File: config.mk
export PLATFORM = sky130hd
export DESIGN_NAME = lcr_ctrl_regs
export DESIGN_NICKNAME = d
export VERILOG_FILES = /design/src/logic/lcr_addr_step.v /design/src/logic/lcr_ctrl_regs.v
export VERILOG_INCLUDE_DIRS = /design/src /design/src/include
export SDC_FILE = /design/constraint.sdc
export NUM_CORES = 1
export LEC_CHECK = 0
export ABC_AREA = 1
export ABC_CLOCK_PERIOD_IN_PS = 2700
export BUFFER_PORTS_ARGS = -buffer_cell sky130_fd_sc_hd__buf_2
export CORE_UTILIZATION = 30
export DETAILED_ROUTE_END_ITERATION = 16
export GPL_TIMING_DRIVEN = 0
export PLACE_DENSITY = 0.47
export SLEW_MARGIN = 20
export SYNTH_ARGS = -nofsm -noshare
export SYNTH_HDL_FRONTEND = slang
export SYNTH_SLANG_ARGS = --single-unit
File: constraint.sdc
create_clock -name I_CLK_SYS -period 2.7 [get_ports I_CLK_SYS]
set_input_delay 0.405 -clock I_CLK_SYS [delete_from_list [all_inputs] [get_ports I_CLK_SYS]]
set_output_delay 0.405 -clock I_CLK_SYS [all_outputs]
set_load 0.005 [all_outputs]
File: src/include/lcr_defs.vh
// Overview of operation
// - electrode N uses zero-based index N-1
// - scroll register shifts image up by rows
// - fixed lines exempt first 2xFL rows
// - bias ratio code selects 5, 11, 12
// - temperature coefficient code, default zero
// - operating state reports reset, sleep, normal
// - reset-in-progress flag means host not ready
// - power control low bits give panel load
// - power control high bits pick pump source
// - display flags: invert, all on, enable
// - address step control resets to 01H
// - window bounds registers with their defaults
// - scan end, partial start and end rows
// - mapping bits mirror columns and rows
// - line rate field sets line frequency
// - gray shade field sets middle level gap
// - partial display field sets multiplex rate
// - command/data and read/write qualify transfers
// - power-up and system reset restore defaults
// - cursor commands save column pointer to mark and restore it from mark
// - column pointer loaded in two nibbles
// - status read returns fixed byte layout
// - wrap returns column, steps row group; in row-first order it returns row group, steps column
// - display enable bit controls sleep
`ifndef LCR_DEFS_VH
`define LCR_DEFS_VH
`define LCR_RST_BR        2'h2
`define LCR_RST_PM        8'hB2
`define LCR_RST_PC        4'hD
`define LCR_RST_AC        5'h01
`define LCR_RST_WINDOW_END_COLUMN      8'h9F
`define LCR_RST_WINDOW_END_ROW_GROUP      5'h1F
`define LCR_RST_ROW_END   7'h7F
`define LCR_RST_LC        9'h008
`define LCR_LAST_COL      8'h9F
`define LCR_LAST_PAGE     5'h1F
`define LCR_OM_RESET      2'h0
`define LCR_OM_SLEEP      2'h2
`define LCR_OM_NORMAL     2'h3
`define LCR_LC_MX         1
`define LCR_LC_MY         2
`define LCR_AC_WA         0
`define LCR_AC_ORDER      1
`define LCR_AC_PID        2
`define LCR_AC_CURSOR     3
`define LCR_DC_ON         2
`define LCR_RESET_CYCLES  16
`endif

File: src/logic/lcr_addr_step.v
`timescale 1ns/1ps
`default_nettype none
// column / row-group pointer advance after a data access
module lcr_addr_step (
    input  wire [7:0] i_col,   // current column pointer
    input  wire [4:0] i_page,  // current row-group pointer
    input  wire [4:0] i_ac,    // address step control
    output reg  [7:0] o_col,   // next column pointer
    output reg  [4:0] o_page   // next row-group pointer
);
`include "lcr_defs.vh"
    reg [4:0] page_step;
    always @* begin
        page_step = i_ac[`LCR_AC_PID] ?
                    ((i_page == 5'h00) ? `LCR_LAST_PAGE : i_page - 5'h01) :
                    ((i_page == `LCR_LAST_PAGE) ? 5'h00 : i_page + 5'h01);
        o_col  = i_col;
        o_page = i_page;
        if (!i_ac[`LCR_AC_ORDER]) begin
            if (i_col != `LCR_LAST_COL) begin
                o_col = i_col + 8'h01;
            end else if (i_ac[`LCR_AC_WA]) begin
                o_col  = 8'h00;
                o_page = page_step;
            end
        end else begin
            if ((i_ac[`LCR_AC_PID] ? (i_page != 5'h00) :
                 (i_page != `LCR_LAST_PAGE))) begin
                o_page = page_step;
            end else if (i_ac[`LCR_AC_WA]) begin
                o_page = page_step;
                o_col  = (i_col == `LCR_LAST_COL) ? 8'h00 : i_col + 8'h01;
            end
        end
    end
endmodule
`default_nettype wire

File: src/logic/lcr_ctrl_regs.v
`timescale 1ns/1ps
`default_nettype none
`include "lcr_defs.vh"
module lcr_ctrl_regs #(
    parameter RESET_CYCLES = `LCR_RESET_CYCLES
) (
    input  wire       I_CLK_SYS,      // system clock 40 MHz
    input  wire       I_SRST,         // synchronous reset, high
    input  wire       i_strobe,       // one-cycle host transfer strobe
    input  wire       i_cmd_data,     // 0 control, 1 data
    input  wire       i_rd_wr,        // 0 write, 1 read
    input  wire [7:0] i_wdata,        // host write byte
    input  wire       i_strap,        // strap pin level (async)
    output reg  [7:0] O_RDATA,        // status read byte
    output reg        O_RDATA_VALID,  // status byte valid pulse
    output reg        O_DATA_WR,      // display data write pulse
    output reg        O_DATA_RD,      // display data read pulse
    output reg  [7:0] O_DATA_BYTE,    // display data byte
    output reg        O_BUSY,         // reset in progress
    output reg  [1:0] O_OP_STATE,     // operating state
    output reg  [6:0] O_SCROLL,       // scroll line count
    output reg  [3:0] O_FIXED,        // fixed line count
    output reg  [7:0] O_COL,          // column pointer
    output reg  [4:0] O_PAGE,         // row group pointer
    output reg  [7:0] O_RET_COL,      // return column mark
    output reg  [1:0] O_BIAS,         // bias ratio
    output reg  [1:0] O_TEMP,         // temp coefficient
    output reg  [7:0] O_POT,          // bias potentiometer
    output reg  [3:0] O_PWR,          // power control
    output reg  [2:0] O_DISP,         // display flags
    output reg  [4:0] O_ADDR_CTL,     // address step control
    output reg  [7:0] O_WIN_C0,       // window start column
    output reg  [4:0] O_WIN_P0,       // window start row group
    output reg  [7:0] O_WIN_C1,       // window end column
    output reg  [4:0] O_WIN_P1,       // window end row group
    output reg  [6:0] O_SCAN_END,     // scan end row
    output reg  [6:0] O_PART_START,   // partial start row
    output reg  [6:0] O_PART_END,     // partial end row
    output reg  [8:0] O_MAP,          // panel mapping control
    output reg  [7:0] O_MUX_RATE,     // multiplex rate
    output reg  [7:0] O_VCFG0,        // vendor config 0
    output reg  [7:0] O_VCFG1         // vendor config 1
);
    //--------------------------------------------------------------
    // pending two-byte parameter targets
    //--------------------------------------------------------------
    localparam P_NONE  = 4'h0;
    localparam P_POT   = 4'h1;
    localparam P_VC0   = 4'h2;
    localparam P_VC1   = 4'h3;
    localparam P_TEST  = 4'h4;
    localparam P_CEN   = 4'h5;
    localparam P_DST   = 4'h6;
    localparam P_DEN   = 4'h7;
    localparam P_WC0   = 4'h8;
    localparam P_WP0   = 4'h9;
    localparam P_WC1   = 4'hA;
    localparam P_WP1   = 4'hB;

    reg [3:0] pend;
    reg [7:0] rst_cnt;
    reg       strap_s1;
    reg       strap_s2;
    reg       soft_rst;
    wire [7:0] step_col;
    wire [4:0] step_page;
    wire       in_rst = I_SRST || soft_rst;

    lcr_addr_step u_step (
        .i_col  (O_COL),
        .i_page (O_PAGE),
        .i_ac   (O_ADDR_CTL),
        .o_col  (step_col),
        .o_page (step_page)
    );

    //--------------------------------------------------------------
    // strap synchroniser
    //--------------------------------------------------------------
    always @(posedge I_CLK_SYS) begin
        strap_s1 <= i_strap;
        strap_s2 <= strap_s1;
    end

    //--------------------------------------------------------------
    // reset sequencing and operating state
    //--------------------------------------------------------------
    always @(posedge I_CLK_SYS) begin
        if (in_rst) begin
            rst_cnt    <= RESET_CYCLES[7:0];
            O_BUSY     <= 1'b1;
            O_OP_STATE <= `LCR_OM_RESET;
        end else if (rst_cnt != 8'h00) begin
            rst_cnt    <= rst_cnt - 8'h01;
            O_BUSY     <= 1'b1;
            O_OP_STATE <= `LCR_OM_RESET;
        end else begin
            O_BUSY     <= 1'b0;
            O_OP_STATE <= O_DISP[`LCR_DC_ON] ? `LCR_OM_NORMAL
                                             : `LCR_OM_SLEEP;
        end
    end

    //--------------------------------------------------------------
    // multiplex rate from partial display field
    //--------------------------------------------------------------
    always @(posedge I_CLK_SYS) begin
        if (O_MAP[8:7] == 2'b11)
            O_MUX_RATE <= {1'b0, O_PART_END} - {1'b0, O_PART_START} + 8'h01;
        else
            O_MUX_RATE <= {1'b0, O_SCAN_END} + 8'h01;
    end

    //--------------------------------------------------------------
    // command decoder and register file
    //--------------------------------------------------------------
    always @(posedge I_CLK_SYS) begin
        O_RDATA_VALID <= 1'b0;
        O_DATA_WR     <= 1'b0;
        O_DATA_RD     <= 1'b0;
        soft_rst      <= 1'b0;
        if (in_rst) begin
            pend         <= P_NONE;
            O_RDATA      <= 8'h00;
            O_DATA_BYTE  <= 8'h00;
            O_SCROLL     <= 7'h00;
            O_FIXED      <= 4'h0;
            O_COL        <= 8'h00;
            O_PAGE       <= 5'h00;
            O_RET_COL    <= 8'h00;
            O_BIAS       <= `LCR_RST_BR;
            O_TEMP       <= 2'h0;
            O_POT        <= `LCR_RST_PM;
            O_PWR        <= `LCR_RST_PC;
            O_DISP       <= 3'h0;
            O_ADDR_CTL   <= `LCR_RST_AC;
            O_WIN_C0     <= 8'h00;
            O_WIN_P0     <= 5'h00;
            O_WIN_C1     <= `LCR_RST_WINDOW_END_COLUMN;
            O_WIN_P1     <= `LCR_RST_WINDOW_END_ROW_GROUP;
            O_SCAN_END   <= `LCR_RST_ROW_END;
            O_PART_START <= 7'h00;
            O_PART_END   <= `LCR_RST_ROW_END;
            O_MAP        <= `LCR_RST_LC;
            O_VCFG0      <= 8'h00;
            O_VCFG1      <= 8'h00;
        end else if (i_strobe && !O_BUSY) begin
            if (i_cmd_data && !i_rd_wr) begin
                O_DATA_WR   <= 1'b1;
                O_DATA_BYTE <= i_wdata;
                O_COL       <= step_col;
                O_PAGE      <= step_page;
            end else if (i_cmd_data) begin
                O_DATA_RD   <= 1'b1;
                O_COL       <= step_col;
                O_PAGE      <= step_page;
            end else if (i_rd_wr) begin
                O_RDATA       <= {strap_s2, O_MAP[`LCR_LC_MX],
                                  O_MAP[`LCR_LC_MY], O_ADDR_CTL[`LCR_AC_WA],
                                  O_DISP[`LCR_DC_ON], O_POT[7:6], 1'b1};
                O_RDATA_VALID <= 1'b1;
            end else if (pend != P_NONE) begin
                pend <= P_NONE;
                case (pend)
                    P_POT:  O_POT        <= i_wdata;
                    P_VC0:  O_VCFG0      <= i_wdata;
                    P_VC1:  O_VCFG1      <= i_wdata;
                    P_CEN:  O_SCAN_END   <= i_wdata[6:0];
                    P_DST:  O_PART_START <= i_wdata[6:0];
                    P_DEN:  O_PART_END   <= i_wdata[6:0];
                    P_WC0:  O_WIN_C0     <= i_wdata;
                    P_WP0:  O_WIN_P0     <= i_wdata[4:0];
                    P_WC1:  O_WIN_C1     <= i_wdata;
                    P_WP1:  O_WIN_P1     <= i_wdata[4:0];
                    default: pend        <= P_NONE;
                endcase
            end else begin
                casez (i_wdata)
                    8'b0000_????: O_COL[3:0] <= i_wdata[3:0];
                    8'b0001_????: O_COL[7:4] <= i_wdata[3:0];
                    8'b0010_01??: O_TEMP     <= i_wdata[1:0];
                    8'b0010_10??: O_PWR[1:0] <= i_wdata[1:0];
                    8'b0010_11??: O_PWR[3:2] <= i_wdata[1:0];
                    8'b0011_000?: pend <= i_wdata[0] ? P_VC1 : P_VC0;
                    8'b0100_????: O_SCROLL[3:0] <= i_wdata[3:0];
                    8'b0101_????: O_SCROLL[6:4] <= i_wdata[2:0];
                    8'b011?_????: O_PAGE <= i_wdata[4:0];
                    8'b1000_0001: pend <= P_POT;
                    8'b1000_01??: O_MAP[8:7] <= i_wdata[1:0];
                    8'b1000_1???: O_ADDR_CTL[2:0] <= i_wdata[2:0];
                    8'b1001_????: O_FIXED <= i_wdata[3:0];
                    8'b1010_00??: O_MAP[4:3] <= i_wdata[1:0];
                    8'b1010_010?: O_DISP[1] <= i_wdata[0];
                    8'b1010_011?: O_DISP[0] <= i_wdata[0];
                    8'b1010_111?: O_DISP[2] <= i_wdata[0];
                    8'b1100_0???: O_MAP[2:0] <= i_wdata[2:0];
                    8'b1101_00??: O_MAP[6:5] <= i_wdata[1:0];
                    8'b1110_0010: soft_rst <= 1'b1;
                    8'b1110_01??: pend <= P_TEST;
                    8'b1110_10??: O_BIAS <= i_wdata[1:0];
                    8'b1110_1110: begin
                        O_ADDR_CTL[`LCR_AC_CURSOR] <= 1'b0;
                        O_COL <= O_RET_COL;
                    end
                    8'b1110_1111: begin
                        O_ADDR_CTL[`LCR_AC_CURSOR] <= 1'b1;
                        O_RET_COL <= O_COL;
                    end
                    8'b1111_0001: pend <= P_CEN;
                    8'b1111_0010: pend <= P_DST;
                    8'b1111_0011: pend <= P_DEN;
                    8'b1111_0100: pend <= P_WC0;
                    8'b1111_0101: pend <= P_WP0;
                    8'b1111_0110: pend <= P_WC1;
                    8'b1111_0111: pend <= P_WP1;
                    8'b1111_100?: O_ADDR_CTL[4] <= i_wdata[0];
                    default: pend <= P_NONE;
                endcase
            end
        end
    end
endmodule
`default_nettype wire

==> impl_metrics.csv <==
group,metric,value,unit
yosys,synth-compound-area-share,20.2,%
sta,finalCritPeriodShare,85.6,%
yosys,synth_mux_area_share,0,%
pwr,cellLeakagePower,4.38,nW
worst_setup_path,crit_path_cell_trace,"nor2_1 > clkbuf_1 > clkbuf_1 > o21ai_0 > a21oi_1",
sta,maxSlewHeadroom,36.9,%
yosys,yosysSeqAreaShare,45.5,%
global_route,overflow,0,
clock_network,hold_buffers,0,
detailed_routing,m1WireLength,13100,um
place,hpwl,19100,um
sta,period_needed,2.31,ns
clock_network,cts_setup_buffers,0,
min_path,hold_depth,1,
pwr,p_per_area,594,nW/um^2
layout,area_delta_synth_final,23.9,%
yosys,ys_warn_count,0,
yosys,synth_seq_cells,173,
global_route,grt_pass1_vias,6670,
status,outcome,"completed",
yosys,synth_fa_ha_area_share,3.38,%
yosys,synth_top_family_by_area,"simple AND/OR/NAND/NOR gates",
sta,rsz0062_at_grt,"false",
yosys,synth_top_cell_by_area,"dfxtp_1",
min_path,hold_start,"i_strap",
clock_network,post_cts_resized,0,
yosys,syn-mean-instance-area,7.64,um^2
worst_setup_path,reg2reg_to,"O_MAP[8]$_SDFFE_PP0P_",
layout,fin_nets,1215,
detailed_routing,routed.top_layer,"met4",
worst_setup_path,crit_path_top_delay_cell,"clkbuf_1",
place,placedInstanceArea,8850,um^2
floorplan,coreArea,24600,um^2
yosys,synthXorXnorAreaFrac,1.49,%
layout,finalInstanceArea,9430,um^2
clock_network,cts_max_level,4,
place,gp_congestion,0.903,
worst_setup_path,cp.required,3.05,ns
yosys,synth.distinct_cells,42,
global_route,track_usage,19.9,%
detailed_routing,dr_wl_met2,11400,um
detailed_routing,firstDrtPassIters,5,
yosys,synth_flop_cell,"dfxtp_1",
detailed_routing,avgRoutedWirePerCell,17.2,um
sta,max_clock_freq,433,MHz
yosys,yosys-top-cells-area,"dfxtp_1 45%, nand2_1 8.7%, a21oi_1 7.4%",
place,place_inst,1486,
detailed_routing,drc_errors,0,
sta,setup_viol,0,
clock_network,cts_root_buffer,"clkbuf_16",
sta,setup_tns,0,ns
min_path,min_to,"strap_s1$_DFF_P_",
detailed_routing,vias_per_cell,4.82,
floorplan,row_count,57,
worst_setup_path,cp_max_fo,10,
yosys,async_flop_share,0,%
worst_setup_path,timing.critical_path.buf_inv,2,
sta,skew,0.0167,ns
floorplan,start_util,31.0,%
global_route,grt_pass1_wl,39300,um
clock_network,numClockSinks,173,
pwr,power,0.00561,W
global_route,antenna_found_initial,1,
clock_network,cts.path.max_buffers,2,
detailed_routing,routed_wl,26100,um
worst_setup_path,crit_family,"buffers and inverters",
clock_network,clk_pin_slew_worst_paths,0.07,ns
worst_setup_path,r2r_cells,5,
yosys,synth_cells,997,
clock_network,cts_buffers,17,
worst_setup_path,crit_path_frequent_cell,"clkbuf_1",
yosys,synth_nets,1031,
worst_setup_path,arrival,2.67,ns
sta,tightest_slew,0.947,ns
floorplan,fp.dieW,161,um
min_path,hp-class,"in2reg",
floorplan,ios,172,
pwr,irDropWorstVdd,0.000348,V
flow_run,drv_cap,0,
yosys,netlist_top_cells_count,"177 x nand2_1, 173 x dfxtp_1, 112 x a21oi_1",
floorplan,die-height,161,um
clock_network,insertion_delay,0.44,ns
yosys,synthMostInstantiatedCell,"nand2_1",
sta,maxSlewViolCount,0,
clock_network,cts_tree,"done",
layout,fin_cells,1518,
floorplan,dieArea,26000,um^2
worst_setup_path,reg2reg_from,"soft_rst$_SDFF_PP0_",
detailed_routing,route.vias.total,7317,
yosys,synth-simple-area-share,21.7,%
worst_setup_path,reg2reg_slack,0.39,ns
detailed_routing,wl_met3,1370,um
yosys,synth_edf_count,0,
sta,hold_viol_final,0,
place,port_buffers,165,
worst_setup_path,crit_type,"reg2reg",
worst_setup_path,max_stage_delay,0.60,ns
global_route,grt_max_degree,17,
layout,drive_gt1_share,21.0,%
yosys,synth.top_cell.area_share,45.5,%
yosys,synth_area,7620,um^2
worst_setup_path,worstSetupEndpointType,"register",
detailed_routing,drtIter0Drc,506,
worst_setup_path,worstSetupStartpointType,"register",
detailed_routing,final_antenna_net_count,0,
## worst reg2reg max path, cell delays in order (launching register included)
cell,delay (ns)
dfxtp_1,0.30
nor2_1,0.40
clkbuf_1,0.58
clkbuf_1,0.61
o21ai_0,0.20
a21oi_1,0.15
## worst max path at each step
stage | start | end | slack, ns | cells after the start
final | soft_rst$_SDFF_PP0_ | O_MAP[8]$_SDFFE_PP0P_ | 0.39 | 5
after global routing | O_PAGE[2]$_SDFFE_PP0P_ | O_PAGE[4]$_SDFFE_PP0P_ | 0.23 | 12
after CTS | soft_rst$_SDFF_PP0_ | O_WIN_C0[7]$_SDFFE_PP0P_ | 0.40 | 5
after global placement | I_SRST | O_MAP[2]$_SDFFE_PP0P_ | 0.23 | 6
after detailed placement | I_SRST | O_WIN_C0[7]$_SDFFE_PP0P_ | 0.23 | 6
after floorplan | O_PART_END[1]$_SDFFE_PP1P_ | O_MUX_RATE[7]$_DFF_P_ | 0.70 | 12
## per-layer routing
metal,global-route usage [%],up-vias
li1,-,3715
met1,28.5,3399
met2,30.3,190
met3,4.52,13
met4,4.16,0
met5,0,-
## layout by cell type, fill, tap and decap left out, types with 9 or more instances in the layout
master     netlist  final
a21oi_1        112    112
nand2_1        177    177
nor2_1          99     99
o211ai_1        38     38
nor3_1          14     14
o21ai_0        105    105
inv_2            9      9
ha_1            19     19
dfxtp_1        173    173
nand3_1         47     47
clkbuf_1        26     27
buf_2            7    172
clkbuf_16        0     17
inv_1           82     82
## area by class of cell
class	count	area, um^2
fillers	2676	15200
multi-input cells	685	3570
flip-flops and latches	173	3460
repair buffers	165	826
clock buffers	18	429
well taps	324	405
inverters	95	357
plain buffers	44	229
clock inverters	13	155
diodes	1	2.50
## metrics by stage
step / utilization (%) / setup WS [ns] / hold slack, ns
floorplan: - / 0.696 / 0.310
global placement: 36.0 / 0.230 / 0.310
detailed placement: 36.0 / 0.226 / 0.313
CTS: 38.3 / 0.399 / 0.0510
global route: 38.3 / 0.225 / 0.0425
finish: 38.3 / 0.388 / 0.0682
## kinds of logic after synthesis
kind of cell,after synthesis
AO/OA/AOI/OAI,280
XOR/XNOR,13
adder cells (fa/ha/maj),20
buffers and inverters,139
flip-flops,173
AND/OR/NAND/NOR,372
## state kept, by name (all words and copies together), names as in the netlist, 8 cells and up
| signal | count |
|---|---|
| O_VCFG1 | 8 |
| O_RET_COL | 8 |
| O_MAP | 9 |
| O_RDATA | 8 |
| rst_cnt | 8 |
| O_POT | 8 |
| O_COL | 8 |
| O_DATA_BYTE | 8 |
| O_WIN_C1 | 8 |
| O_VCFG0 | 8 |
| O_MUX_RATE | 8 |
| O_WIN_C0 | 8 |
## power breakdown
part,internal (W),leakage [nW],switching [W]
clock,0.00138,0.286,0.00111
sequential,0.00261,1.40,0.0000462
combinational,0.000147,2.69,0.000310
total,0.00414,4.38,0.00146
Note: power is estimated with default switching activity, not from simulation.
